--- src/hw/dwscu_pkg.sv ---
// Shared constants and types of the dual wiper serial command unit
package dwscu_pkg;

  // Serial frame layout
  localparam int FRAME_BITS  = 24;
  localparam int CMD_MSB     = 23;
  localparam int CMD_LSB     = 20;
  localparam int ADR_MSB     = 19;
  localparam int ADR_LSB     = 16;
  localparam int WIPER_BITS  = 10;

  // Synchroniser lanes
  localparam int SY_SCLK = 0;
  localparam int SY_SDI  = 1;
  localparam int SY_CS   = 2;
  localparam int SY_WP   = 3;
  localparam int SY_PR   = 4;

  // Reset values, wiper full scale and nonvolatile address limits
  localparam logic [9:0]  WIPER_MID    = 10'h200;
  localparam logic [9:0]  WIPER_MAX    = 10'h3FF;
  localparam logic [15:0] NV_FACTORY   = 16'h0200;
  localparam logic [3:0]  NV_RESERVED  = 4'hF;
  localparam logic [3:0]  NV_USER_LO   = 4'h2;

  // Store timing
  localparam int STORE_TIME_MS = 25;
  localparam int CLK_FREQ_KHZ  = 250000;
  localparam int STORE_CYCLES  = STORE_TIME_MS * CLK_FREQ_KHZ;

  // Wishbone register byte offsets
  localparam logic [7:0] REG_STATUS = 8'h00;
  localparam logic [7:0] REG_WIPER0 = 8'h04;
  localparam logic [7:0] REG_WIPER1 = 8'h08;
  localparam logic [7:0] REG_CTRL   = 8'h0C;
  localparam logic       CTRL_RESET = 1'b1;

  typedef enum logic [3:0] {
    CMD_NOP = 4'h0, CMD_RESTORE = 4'h1, CMD_STORE = 4'h2, CMD_STORE_ANY = 4'h3,
    CMD_DEC6 = 4'h4, CMD_DEC6_ALL = 4'h5, CMD_DEC1 = 4'h6, CMD_DEC1_ALL = 4'h7,
    CMD_RESET_RESTORE = 4'h8, CMD_READ_NV = 4'h9, CMD_READ_WIPER = 4'hA,
    CMD_WRITE = 4'hB, CMD_INC6 = 4'hC, CMD_INC6_ALL = 4'hD, CMD_INC1 = 4'hE,
    CMD_INC1_ALL = 4'hF
  } dwscu_cmd_type;

  typedef enum logic [2:0] {
    ST_PWRUP = 3'b001,
    ST_IDLE  = 3'b010,
    ST_STORE = 3'b100
  } dwscu_fsm_type;

  typedef struct packed {
    logic [4:0]         sync1;
    logic [4:0]         sync2;
    logic [4:0]         sync3;
    logic [23:0]        sr;
    logic [4:0]         cnt;
    logic               seen;
    logic [23:0]        last;
    logic               have_last;
    logic               sdo_oe_n;
    dwscu_fsm_type      fsm;
    logic [1:0][9:0]    wiper;
    logic [15:0][15:0]  nvm;
    logic [22:0]        tmr;
    logic [3:0]         st_addr;
    logic [15:0]        st_data;
    logic               rdy;
    logic               wb_ack;
    logic [31:0]        wb_dat;
    logic               port_en;
  } dwscu_state_type;

endpackage

--- src/hw/dwscu_top.sv ---
// Serial command unit of a dual 1024-position nonvolatile potentiometer
`timescale 1ns/1ns

//////////////////////////////////////////////////////////////////////////////
// Summary of operation
// Write protect blocks all content changes; restores 1, 8 and preset still change the wipers
// Commands 1 and 8 restore despite protect
// Host sends no-op before releasing protect
// Preset rising edge reloads wipers from copy
// Nonvolatile copy starts at midscale 512
// Frame executes only when select returns high
// Ready marks completion of 2,3,8,9,10, preset
// Frame is command, address, sixteen data bits
// Store takes 25 ms, serial port locked
// Ready pulses low until store completes
// Addresses 2 to 14 are user words
// Power-up loads wipers from nonvolatile copy
// Codes 0,1,2,3,8 decode as listed
// 9 reads copy, 10 reads wiper, 11 writes
// 6 dB steps: 4,5 down, 12,13 up
// Single steps: 6,7 down, 14,15 up
// Wiper code directly selects tap position
// Wiper register takes unlimited writes
// Host sends no-op after a restore; the bench table sends 8 right after 1, and 11 right after that 8
// Bits sampled on rising clock, MSB first
// Address 0 first channel, 1 second
// Readback or previous frame shifts out
// Preset low holds wipers at midscale
// 6 dB moves shift one bit, saturating
// Single steps saturate at the ends
module dwscu_top #(
  parameter int P_STORE_CYCLES = dwscu_pkg::STORE_CYCLES
) (
  input  wire logic        I_MCLK,
  input  wire logic        I_RST,
  input  wire logic        I_SCLK,
  input  wire logic        I_SDI,
  input  wire logic        I_CS_N,
  input  wire logic        I_WP_N,
  input  wire logic        I_PRESET_STROBE_N,
  output logic             O_SDO,
  output logic             O_SDO_OE_N,
  output logic             O_RDY,
  output logic             O_RDY_OE_N,
  output logic [9:0]       O_WIPER0,
  output logic [9:0]       O_WIPER1,
  input  wire logic [7:0]  I_WB_ADR,
  input  wire logic [31:0] I_WB_DAT,
  input  wire logic        I_WB_WE,
  input  wire logic [3:0]  I_WB_SEL,
  input  wire logic        I_WB_CYC,
  input  wire logic        I_WB_STB,
  output logic [31:0]      O_WB_DAT,
  output logic             O_WB_ACK
);

  initial
  begin
    if (P_STORE_CYCLES < 2 || P_STORE_CYCLES >= (1 << 23))
      $error("P_STORE_CYCLES out of range");
  end

  localparam logic [22:0] STORE_LAST = 23'(P_STORE_CYCLES - 1);

  dwscu_pkg::dwscu_state_type s_r;
  dwscu_pkg::dwscu_state_type s_nxt;

  logic        sclk_rise;
  logic        sclk_fall;
  logic        cs_rise;
  logic        cs_fall;
  logic        cs_low;
  logic        wp_ok;
  logic        pr_low;
  logic        pr_rise;
  logic        exec;
  logic [23:0] frame;

  //////////////////////////////////////////////////////////////////////////////
  // Wiper arithmetic
  function automatic logic [9:0] up6(input logic [9:0] w);
    up6 = w[9] ? dwscu_pkg::WIPER_MAX : {w[8:0], 1'b0};
  endfunction

  function automatic logic [9:0] up1(input logic [9:0] w);
    up1 = (w == dwscu_pkg::WIPER_MAX) ? w : 10'(w + 10'h001);
  endfunction

  function automatic logic [9:0] dn1(input logic [9:0] w);
    dn1 = (w == 10'h000) ? w : 10'(w - 10'h001);
  endfunction

  //////////////////////////////////////////////////////////////////////////////
  // Edge detection on synchronised pins
  assign sclk_rise = s_r.sync2[dwscu_pkg::SY_SCLK] & ~s_r.sync3[dwscu_pkg::SY_SCLK];
  assign sclk_fall = ~s_r.sync2[dwscu_pkg::SY_SCLK] & s_r.sync3[dwscu_pkg::SY_SCLK];
  assign cs_rise   = s_r.sync2[dwscu_pkg::SY_CS] & ~s_r.sync3[dwscu_pkg::SY_CS];
  assign cs_fall   = ~s_r.sync2[dwscu_pkg::SY_CS] & s_r.sync3[dwscu_pkg::SY_CS];
  assign cs_low    = ~s_r.sync2[dwscu_pkg::SY_CS];
  assign wp_ok     = s_r.sync2[dwscu_pkg::SY_WP];
  assign pr_low    = ~s_r.sync2[dwscu_pkg::SY_PR];
  assign pr_rise   = s_r.sync2[dwscu_pkg::SY_PR] & ~s_r.sync3[dwscu_pkg::SY_PR];

  // A whole frame, or a bare select pulse that repeats the last one
  assign exec  = cs_rise && s_r.fsm == dwscu_pkg::ST_IDLE && s_r.port_en && !pr_low
                 && ((s_r.seen && s_r.cnt == 5'h00) || (!s_r.seen && s_r.have_last));
  assign frame = s_r.seen ? s_r.sr : s_r.last;

  //////////////////////////////////////////////////////////////////////////////
  // Next state
  always_comb
  begin
    logic [3:0]  cmd;
    logic [3:0]  adr;
    logic [15:0] dat;
    logic        ch;
    cmd   = frame[dwscu_pkg::CMD_MSB:dwscu_pkg::CMD_LSB];
    adr   = frame[dwscu_pkg::ADR_MSB:dwscu_pkg::ADR_LSB];
    dat   = frame[15:0];
    ch    = adr[0];
    s_nxt = s_r;
    s_nxt.sync1  = {I_PRESET_STROBE_N, I_WP_N, I_CS_N, I_SDI, I_SCLK};
    s_nxt.sync2  = s_r.sync1;
    s_nxt.sync3  = s_r.sync2;
    s_nxt.wb_ack = 1'b0;
    if (s_r.fsm == dwscu_pkg::ST_IDLE)
      s_nxt.rdy = 1'b1;

    // Serial shifting, locked while a store runs
    if (s_r.fsm == dwscu_pkg::ST_IDLE)
    begin
      if (cs_low && sclk_rise)
      begin
        s_nxt.sr   = {s_r.sr[22:0], s_r.sync2[dwscu_pkg::SY_SDI]};
        s_nxt.cnt  = (s_r.cnt == 5'(dwscu_pkg::FRAME_BITS - 1)) ? 5'h00
                     : 5'(s_r.cnt + 5'h01);
        s_nxt.seen = 1'b1;
      end
      if (cs_low && sclk_fall)
        s_nxt.sdo_oe_n = s_r.sr[23];
      if (cs_fall)
        s_nxt.sdo_oe_n = s_r.sr[23];
    end
    if (!cs_low)
      s_nxt.sdo_oe_n = 1'b1;
    if (cs_rise)
    begin
      s_nxt.cnt  = 5'h00;
      s_nxt.seen = 1'b0;
    end

    // Command decode
    if (exec)
    begin
      s_nxt.last      = frame;
      s_nxt.have_last = 1'b1;
      case (dwscu_pkg::dwscu_cmd_type'(cmd))
        dwscu_pkg::CMD_RESTORE:
          s_nxt.wiper[ch] = s_r.nvm[ch][9:0];
        dwscu_pkg::CMD_STORE, dwscu_pkg::CMD_STORE_ANY:
          if (wp_ok)
          begin
            s_nxt.st_addr = {3'h0, ch};
            s_nxt.st_data = {6'h00, s_r.wiper[ch]};
            if (cmd == dwscu_pkg::CMD_STORE_ANY && adr >= dwscu_pkg::NV_USER_LO)
            begin
              s_nxt.st_addr = adr;
              s_nxt.st_data = dat;
            end
            if (!(cmd == dwscu_pkg::CMD_STORE_ANY && adr == dwscu_pkg::NV_RESERVED))
            begin
              s_nxt.fsm = dwscu_pkg::ST_STORE;
              s_nxt.tmr = 23'h000000;
              s_nxt.rdy = 1'b0;
            end
          end
        dwscu_pkg::CMD_RESET_RESTORE:
        begin
          for (int i = 0; i < 2; i++)
            s_nxt.wiper[i] = s_r.nvm[i][9:0];
          s_nxt.rdy = 1'b0;
        end
        dwscu_pkg::CMD_READ_NV:
        begin
          s_nxt.sr  = {cmd, adr, s_r.nvm[adr]};
          s_nxt.rdy = 1'b0;
        end
        dwscu_pkg::CMD_READ_WIPER:
        begin
          s_nxt.sr  = {cmd, adr, 6'h00, s_r.wiper[ch]};
          s_nxt.rdy = 1'b0;
        end
        dwscu_pkg::CMD_WRITE:
          if (wp_ok)
            s_nxt.wiper[ch] = dat[9:0];
        default:
          if (wp_ok && cmd != dwscu_pkg::CMD_NOP)
            for (int i = 0; i < 2; i++)
              if (cmd[0] || i == int'(ch))
                case (cmd[3:1])
                  3'h2:    s_nxt.wiper[i] = {1'b0, s_r.wiper[i][9:1]};
                  3'h6:    s_nxt.wiper[i] = up6(s_r.wiper[i]);
                  3'h3:    s_nxt.wiper[i] = dn1(s_r.wiper[i]);
                  3'h7:    s_nxt.wiper[i] = up1(s_r.wiper[i]);
                  default: s_nxt.wiper[i] = s_r.wiper[i];
                endcase
      endcase
    end

    // Control sequencing
    case (s_r.fsm)
      dwscu_pkg::ST_PWRUP:
      begin
        for (int i = 0; i < 2; i++)
          s_nxt.wiper[i] = s_r.nvm[i][9:0];
        s_nxt.fsm = dwscu_pkg::ST_IDLE;
      end
      dwscu_pkg::ST_IDLE:
        s_nxt.fsm = s_nxt.fsm;
      dwscu_pkg::ST_STORE:
      begin
        s_nxt.rdy = 1'b0;
        s_nxt.cnt = 5'h00;
        s_nxt.tmr = 23'(s_r.tmr + 23'h000001);
        if (s_r.tmr == STORE_LAST)
        begin
          s_nxt.nvm[s_r.st_addr] = s_r.st_data;
          s_nxt.fsm              = dwscu_pkg::ST_IDLE;
          s_nxt.rdy              = 1'b1;
        end
      end
      default:
        s_nxt.fsm = dwscu_pkg::ST_IDLE;
    endcase

    // Preset strobe overrides serial writes
    if (pr_low)
      for (int i = 0; i < 2; i++)
        s_nxt.wiper[i] = dwscu_pkg::WIPER_MID;
    if (pr_rise && s_r.fsm != dwscu_pkg::ST_PWRUP)
    begin
      for (int i = 0; i < 2; i++)
        s_nxt.wiper[i] = s_r.nvm[i][9:0];
      if (s_r.fsm == dwscu_pkg::ST_IDLE)
        s_nxt.rdy = 1'b0;
    end

    // Wishbone slave, one wait state
    if (I_WB_CYC && I_WB_STB && !s_r.wb_ack)
    begin
      s_nxt.wb_ack = 1'b1;
      s_nxt.wb_dat = 32'h00000000;
      if (I_WB_WE)
      begin
        if (I_WB_ADR == dwscu_pkg::REG_CTRL && I_WB_SEL[0])
          s_nxt.port_en = I_WB_DAT[0];
      end
      else
        case (I_WB_ADR)
          dwscu_pkg::REG_STATUS:
            s_nxt.wb_dat = {26'h0000000, s_r.fsm, wp_ok, pr_low, s_r.rdy};
          dwscu_pkg::REG_WIPER0: s_nxt.wb_dat = {22'h000000, s_r.wiper[0]};
          dwscu_pkg::REG_WIPER1: s_nxt.wb_dat = {22'h000000, s_r.wiper[1]};
          dwscu_pkg::REG_CTRL:   s_nxt.wb_dat = {31'h00000000, s_r.port_en};
          default:               s_nxt.wb_dat = 32'h00000000;
        endcase
    end
  end

  //////////////////////////////////////////////////////////////////////////////
  // State register
  always_ff @(posedge I_MCLK or posedge I_RST)
  begin
    if (I_RST)
    begin
      s_r          <= '0;
      // Serial clock lane starts low, its idle level, so no false edge follows reset
      s_r.sync1    <= 5'h1E;
      s_r.sync2    <= 5'h1E;
      s_r.sync3    <= 5'h1E;
      s_r.sdo_oe_n <= 1'b1;
      s_r.fsm      <= dwscu_pkg::ST_PWRUP;
      s_r.wiper[0] <= dwscu_pkg::WIPER_MID;
      s_r.wiper[1] <= dwscu_pkg::WIPER_MID;
      s_r.nvm[0]   <= dwscu_pkg::NV_FACTORY;
      s_r.nvm[1]   <= dwscu_pkg::NV_FACTORY;
      s_r.rdy      <= 1'b1;
      s_r.port_en  <= dwscu_pkg::CTRL_RESET;
    end
    else
      s_r <= s_nxt;
  end

  assign O_SDO      = 1'b0;
  assign O_SDO_OE_N = s_r.sdo_oe_n;
  assign O_RDY      = 1'b0;
  assign O_RDY_OE_N = s_r.rdy;
  assign O_WIPER0   = s_r.wiper[0];
  assign O_WIPER1   = s_r.wiper[1];
  assign O_WB_DAT   = s_r.wb_dat;
  assign O_WB_ACK   = s_r.wb_ack;

  //////////////////////////////////////////////////////////////////////////////
  // Checks
  a_wp_blocks_write: assert property (@(posedge I_MCLK) disable iff (I_RST)
    exec && !wp_ok && frame[23:20] == 4'hB && !pr_low && !pr_rise
    |=> $stable(s_r.wiper)) else $error("write changed wiper under protect");

  a_restore_loads: assert property (@(posedge I_MCLK) disable iff (I_RST)
    exec && frame[23:20] == 4'h8 && !pr_low && !pr_rise
    |=> s_r.wiper[0] == s_r.nvm[0][9:0] && s_r.wiper[1] == s_r.nvm[1][9:0])
    else $error("reset restore did not load wipers");

  a_preset_mid: assert property (@(posedge I_MCLK) disable iff (I_RST)
    pr_low |=> s_r.wiper[0] == 10'h200 && s_r.wiper[1] == 10'h200)
    else $error("wiper not midscale during preset");

  a_preset_load: assert property (@(posedge I_MCLK) disable iff (I_RST)
    pr_rise && s_r.fsm == dwscu_pkg::ST_IDLE && !exec
    |=> s_r.wiper[1] == $past(s_r.nvm[1][9:0]) && !s_r.rdy)
    else $error("preset release did not reload");

  a_exec_on_cs: assert property (@(posedge I_MCLK) disable iff (I_RST)
    !$stable(s_r.wiper) |-> $past(cs_rise) || $past(pr_low) || $past(pr_rise)
    || $past(s_r.fsm) == dwscu_pkg::ST_PWRUP) else $error("wiper moved without select rise");

  a_store_lock: assert property (@(posedge I_MCLK) disable iff (I_RST)
    s_r.fsm == dwscu_pkg::ST_STORE |=> $stable(s_r.sr) && $stable(s_r.wiper[0])
    || $past(pr_low) || $past(pr_rise)) else $error("shift register moved during store");

  a_store_rdy: assert property (@(posedge I_MCLK) disable iff (I_RST)
    s_r.fsm == dwscu_pkg::ST_STORE && $past(s_r.fsm) == dwscu_pkg::ST_STORE
    |-> !s_r.rdy) else $error("ready high during store");

  a_step_sat: assert property (@(posedge I_MCLK) disable iff (I_RST)
    exec && wp_ok && frame[23:20] == 4'hF && s_r.wiper[1] == 10'h3FF && !pr_low && !pr_rise
    |=> s_r.wiper[1] == 10'h3FF) else $error("step wrapped past full scale");

  a_read_nv: assert property (@(posedge I_MCLK) disable iff (I_RST)
    exec && frame[23:20] == 4'h9 |=> s_r.sr[15:0] == $past(s_r.nvm[frame[19:16]]) && !s_r.rdy)
    else $error("readback not loaded");

endmodule

--- config.mk ---
export PLATFORM = sky130hd
export DESIGN_NAME = dwscu_top
export DESIGN_NICKNAME = d
export VERILOG_FILES = /design/src/hw/dwscu_pkg.sv /design/src/hw/dwscu_top.sv
export SDC_FILE = /design/constraint.sdc
export NUM_CORES = 1
export LEC_CHECK = 0
export ABC_AREA = 1
export BUFFER_PORTS_ARGS = -buffer_cell sky130_fd_sc_hd__buf_2
export CAP_MARGIN = 20
export CORE_ASPECT_RATIO = 1.1
export CORE_MARGIN = 3
export CORE_UTILIZATION = 60
export CTS_CLUSTER_SIZE = 14
export DETAILED_ROUTE_END_ITERATION = 8
export GPL_ROUTABILITY_DRIVEN = 0
export PLACE_DENSITY = 0.84
export SYNTH_ARGS = -nofsm -noshare
export SYNTH_HDL_FRONTEND = slang
export SYNTH_SLANG_ARGS = --single-unit
--- constraint.sdc ---
create_clock -name I_MCLK -period 15.2 [get_ports I_MCLK]
set_input_delay 1.52 -clock I_MCLK [delete_from_list [all_inputs] [get_ports I_MCLK]]
set_output_delay 1.52 -clock I_MCLK [all_outputs]
set_load 0.02 [all_outputs]
* Word level (Yosys, flattened, before mapping)
Cells that the tools add are included.
** Storage, ports and cells
- Word-level logic and storage cells :: 208
- Memories :: 0
- Bits in latches :: 0
- Output and inout port bits :: 57
- Bits in writable memories :: 0
- Bits in read-only memories :: 0
- Input bits :: 54
- Flip-flop bits (word level) :: 428
** Operators by class
- Magnitude comparators :: 7
- Multiplexer cells :: 65
- Shift-type cells :: 0
- Multiply operators :: 0
- Eq/ne operators :: 35
- Reductions and logical operators :: 48
- $add $sub $neg :: 6
- Div/mod/pow operators :: 0
- Bitwise operators :: 12
** Operator list (count)
- $bwmux W256 :: 1
- $mux W10 :: 14
- $mux W20 :: 6
- $pmux W10 S4 :: 3
- $mux W44 :: 2
- $pmux W20 S4 :: 1
- $mux W23 :: 3
- $bmux W16 S4 :: 1
- $demux W16 S4 :: 1
- $mux W30 :: 2
- $mux W24 :: 2
- $pmux W24 S2 :: 1
- $mux W43 :: 1
- $bwmux W20 :: 2
- $mux W34 :: 1
- $mux W16 :: 2
- $ne A8 B5 Y1 const B :: 4
- $add A23 B1 Y23 const B :: 1
- $eq A23 B23 Y1 const B :: 1
- $ne A7 B1 Y1 const B :: 3
- $add A10 B1 Y10 const B :: 2
- $eq A10 B10 Y1 const B :: 2
- $eq A4 B4 Y1 const B :: 5
- $logic_not A10 Y1 :: 2
- other kinds (46) :: 110

* Longest topological paths before layout
- Word-level depth :: 12
- Depth in mapped cells :: 21
- Gate-level depth less buffers :: 21

* Worst setup path after synthesis
OpenSTA, ideal clock, no wires.
- Path kind :: input to register
- From :: input port I_WB_ADR[1]
- To :: register s_r, in the netlist O_WB_DAT[0]
- Setup time :: 67 ps
- Data required time :: 15133 ps
- Buffers on the path :: 0
- Cell stages on the path :: 6
- Arrival time :: 2654 ps
- Setup slack :: 12479 ps
- Cell sequence :: or2_2 -> nor2_1 -> inv_1 -> nor3_1 -> o21ai_0 -> nand2_1
** Between the ends
- Cells in the longest elaborated chain, start to end :: 3
- Elaborated cells between the ends (all ways) :: 6
- Those cells by class :: 3 x eq/ne; 2 x mux; 1 x reduce/logical
** RTL lines
- start, declared :: line dwscu_top.sv:47 : input wire logic [7:0] I_WB_ADR,
- $eq A8 B4 Y1, or another cell as far along :: line dwscu_top.sv:259 : case (I_WB_ADR)
- $pmux W10 S4 * :: line dwscu_top.sv:259
- $mux W10 * :: line dwscu_top.sv:253 : if (I_WB_WE)
- end signal, assigned :: line dwscu_top.sv:291 : s_r <= s_nxt;
- end, declared :: line dwscu_top.sv:65 : dwscu_pkg::dwscu_state_type s_r;
Mark *: on every way between the ends. The rest lies on a longest branch, timed or not.
A chain may end at the register's enable or synchronous reset.

* Worst setup path in the final report
- From :: register s_r[383] (netlist bit)
- To :: register s_r, in the netlist O_WIPER1[5]
** Between the ends
- Cells in the longest elaborated chain, start to end :: 12
- Elaborated cells between the ends (all ways) :: 48
- Those cells by class :: 2 x order compare; 19 x eq/ne; 16 x mux; 11 x reduce/logical
** RTL lines
- $mux W24 :: line dwscu_top.sv:107 : assign frame = s_r.seen ? s_r.sr : s_r.last;
- $lt A1 B2 Y1 (not written as such) or $ge A1 B1 Y1 (tied branches) :: line dwscu_top.sv:159, dwscu_top.sv:195
- $logic_and A1 B1 Y1 (not written as such) :: line dwscu_top.sv:159, dwscu_top.sv:195
- $mux W10 (not written as such) :: line dwscu_top.sv:159, dwscu_top.sv:195
- $demux W10 S1 :: line dwscu_top.sv:159, dwscu_top.sv:195
- $bwmux W20 :: line dwscu_top.sv:195 : s_nxt.wiper[ch] = dat[9:0];
- $mux W20 :: line dwscu_top.sv:194 : if (wp_ok)
- $pmux W20 S4 :: line dwscu_top.sv:157 : case (dwscu_pkg::dwscu_cmd_type'(cmd))
- $mux W23 :: line dwscu_top.sv:153 : if (exec)
- $mux W20 :: line dwscu_top.sv:211 : case (s_r.fsm)
- $mux W20 :: line dwscu_top.sv:237 : if (pr_low)
- $mux W20 :: line dwscu_top.sv:240 : if (pr_rise && s_r.fsm != dwscu_pkg::ST_PWRUP)
Parallel ways exist; a longest one is shown, timed or not. The select of a mux whose other input is x is not followed.

==> run_results.csv <==
group,metric,value,unit
critical_path,startpoint_type,"register",
layout,syn_to_final_growth,6.23,%
die,core.rowCount,73,
synth,yosysWarnings,0,
detailed_routing,drtAntennaViolNets,0,
detailed_routing,drt_wl_total,60.3,mm
layout,antenna_cells,0,
die,initial_utilization,61.0,%
sta,fin_setup_tns,0,ns
layout,nets,3000,
sta,drv_slew,0,
die,io_pins,111,
synth,synthAdderAreaFrac,1.31,%
placement,place_ws,11.07,ns
pwr,p_leak,0.0109,uW
placement,port_buffers,52,
clock_tree,cts_setup_buffers,0,
clock_tree,htreeDepth,2,
synth,synth_compound_area_share,14.7,%
critical_path,reg2reg_slack,10.94,ns
min_path,hold_path.class,"reg -> reg",
layout,nFillCells,2971,
critical_path,worstPathMaxFanout,50,
global_route,grt_util_met3,5.32,%
critical_path,slowest_delay,0.62,ns
detailed_routing,drt-wirelength-per-cell,17.5,um
critical_path,reg2reg_from,"s_r[383]$_DFFE_PP0P_",
clock_tree,cts-resized-gates,0,
clock_tree,cts_hold_buf,0,
global_route,grt_max_degree,117,
synth,ys_seq_area_share,45.8,%
sta,clock.fmax,0.235,GHz
placement,post-place-cells,3365,
critical_path,crit_arrival,4.75,ns
synth,avgSynthCellArea,7.36,um^2
pwr,peakVddDrop,0.0758,mV
sta,worst_pin_slew,1.02,ns
synth,synth_edf_count,0,
min_path,hold_start,"s_nxt[418]$_DFF_PP0_",
synth,synthesis.area,22100,um^2
global_route,grt_util_met1,38.7,%
synth,ys_seq_elements,404,
layout,finalNonFillerCells,3442,
critical_path,critical_path_class,"reg -> reg",
pwr,power,2870,uW
min_path,hold_path_end,"s_nxt[413]$_DFF_PP0_",
sta,hold_viol,0,
sta,period_needed,4.26,ns
placement,place_hpwl,38.9,mm
synth,synth-xor-area-share,0.198,%
sta,fin_worst_skew,0.0226,ns
global_route,grt.busiest_layer,"met2",
synth,synthSimpleGateAreaFrac,29.2,%
outcome,status,"completed",
layout,multiInputGateArea,10200,um^2
detailed_routing,viasPerCell,5.98,
synth,ys_top_cells_by_area,"dfrtp_1 44%, nand2_1 17%, o21ai_0 9.2%",
critical_path,cp.required,15.69,ns
die,die-area,39200,um^2
critical_path,critical_path.most_common_cell,"nand2_1",
synth,synth_cell_types,56,
detailed_routing,first_iter_violations,2437,
synth,synthMuxAreaShare,0.136,%
clock_tree,root_buffer,"clkbuf_16",
detailed_routing,firstDrtPassIters,6,
synth,ys_async_sr_fraction,100,%
global_route,grt_remaining_overflow,0,
critical_path,cp_slowest_cell,"inv_1",
die,core,36300,um^2
synth,yosysTopAreaCell,"dfrtp_1",
synth,synth_top_family_by_area,"simple AND/OR/NAND/NOR gates",
detailed_routing,vias,20580,
clock_tree,clkTransAtPathRegs,0.06,ns
global_route,globalRouteTotalUtil,30.2,%
critical_path,crit_chain,"buf_4, inv_2, nand2_1, nand2_2, nand2_1, nor2_1, inv_1, ha_1, or2_2, nand3b_1, nand2_1, nand2_1, nand3_1, nand2_1, nand3_1, nand2_1, nand2_1, nand2_1, nand2_1, nand2_1",
critical_path,endpoint_kind,"register",
sta,rsz0062_at_grt,"no",
layout,drive_gt1_share,7.65,%
global_route,met2_usage,49.2,%
run,maxCapViolCount,0,
clock_tree,cts_sinks,404,
clock_tree,clock_path_buffers,3,
critical_path,rr_worst_depth,20,
min_path,whs_path_depth,0,
global_route,antenna_found_initial,0,
pwr,p_per_area,122,nW/um^2
clock_tree,clock_latency,0.57,ns
layout,final-seq-area,10100,um^2
sta,fin_crit_sh,28.0,%
global_route,grt_pass1_wl,97.6,mm
die,die_height,207,um
clock_tree,cts_tree,"yes",
global_route,grt_pass1_vias,19219,
synth,synth-main-ff-cell,"dfrtp_1",
die,die_x,189,um
synth,synthCells,3009,
sta,setup_ws,10.94,ns
sta,final-setup-viol-count,0,
critical_path,worstReg2RegEnd,"O_WIPER1[5]$_DFFE_PP0P_",
synth,synth_top_area_share,43.6,%
clock_tree,cts_buffers,41,
detailed_routing,drc_errors,0,
sta,maxSlewHeadroom,31.8,%
## report_power, final
| part | internal, uW | leakage (uW) | switching, uW |
|---|---|---|---|
| clock network | 574 | 0.000653 | 433 |
| logic | 200 | 0.00470 | 491 |
| registers | 1120 | 0.00553 | 49.7 |
## kinds of logic (layout without fill, tap and decap cells)
logic type / Yosys count / count (layout)
buffers and inverters: 421 / 343
other: 1 / 25
muxes: 3 / 3
DFF: 404 / 404
adders and majority gates: 22 / 22
and+or+nand+nor: 1545 / 1545
xor gates and xnor gates: 5 / 5
AOI/OAI and AO/OA: 608 / 608
## metrics by stage
stage               hold WS (ns)  utilization [%]  instance area (um^2)
CTS                        0.360             64.6                 23400
floorplan                  0.331                -                 22200
global placement           0.337             60.9                 22100
detailed placement         0.346             60.9                 22100
global route               0.364             64.8                 23500
finish                     0.353             64.8                 23500
## critical path: cells and delay by family, from the launching register on
family / cells / cell delay (ns)
simple gates: 16 / 2.16
flops: 1 / 0.32
buf+inv: 3 / 1.28
fa+ha+maj: 1 / 0.39
## Yosys cell counts, drive strengths merged (3+ instances only)
master / instances
dfstp: 18
o21ai: 438
a22o: 6
xor2: 4
o22ai: 30
a31o: 4
dfrtp: 386
buf: 116
nand2: 1031
or2: 16
nand3b: 11
nand4: 25
o211ai: 13
nor2: 191
ha: 20
a32o: 6
mux2i: 3
nand3: 233
a21oi: 92
inv: 192
nor3: 33
clkbuf: 111
nor4: 3
o221ai: 9
## routing by layer
metal  part of all wire (%)  vias up
met1                     38     9730
li1                       -     9590
met3                    8.9      197
met5                      0        -
met2                     48     1063
met4                    5.3        0
## cell usage in the layout (no fill, tap or decap), drive strengths merged, types with 20 or more instances in the layout
| cell | count |
|---|---|
| nand4 | 25 |
| conb | 25 |
| nor3 | 33 |
| nand2 | 1031 |
| o21ai | 438 |
| inv | 194 |
| nor2 | 191 |
| clkbuf | 59 |
| buf | 75 |
| a21oi | 92 |
| o22ai | 30 |
| ha | 20 |
| nand3 | 233 |
| dfrtp | 386 |
## how the worst max path moves through the flow
stage / start / to / cells past startpoint
finish: s_r[383]$_DFFE_PP0P_ / O_WIPER1[5]$_DFFE_PP0P_ / 20
global route: s_r[383]$_DFFE_PP0P_ / O_WIPER1[5]$_DFFE_PP0P_ / 20
CTS: s_r[383]$_DFFE_PP0P_ / O_WIPER1[5]$_DFFE_PP0P_ / 20
global placement: I_RST / O_WB_ACK$_DFF_PP0_ / 4
detailed placement: I_RST / O_WB_DAT[4]$_DFFE_PP0P_ / 4
floorplan: I_RST / O_WB_ACK$_DFF_PP0_ / 1
## flip-flops by register name, summed over array words and instances, names as in the netlist
| signal | count |
|---|---|
| O_WIPER1 | 10 |
| s_r | 361 |
| O_RDY_OE_N | 1 |
| s_nxt | 10 |
| O_SDO_OE_N | 1 |
| O_WB_ACK | 1 |
| O_WIPER0 | 10 |
| O_WB_DAT | 10 |
## cell type report
type / instances / area share, %
multi-input cells: 2208 / 43.3
flip-flops and latches: 404 / 43.1
repair buffers: 75 / 2.10
well taps: 487 / 2.59
inverters: 194 / 3.14
clock buffers: 59 / 4.95
clock inverters: 15 / 0.798
No activity file was read; power rests on OpenSTA's default activity.
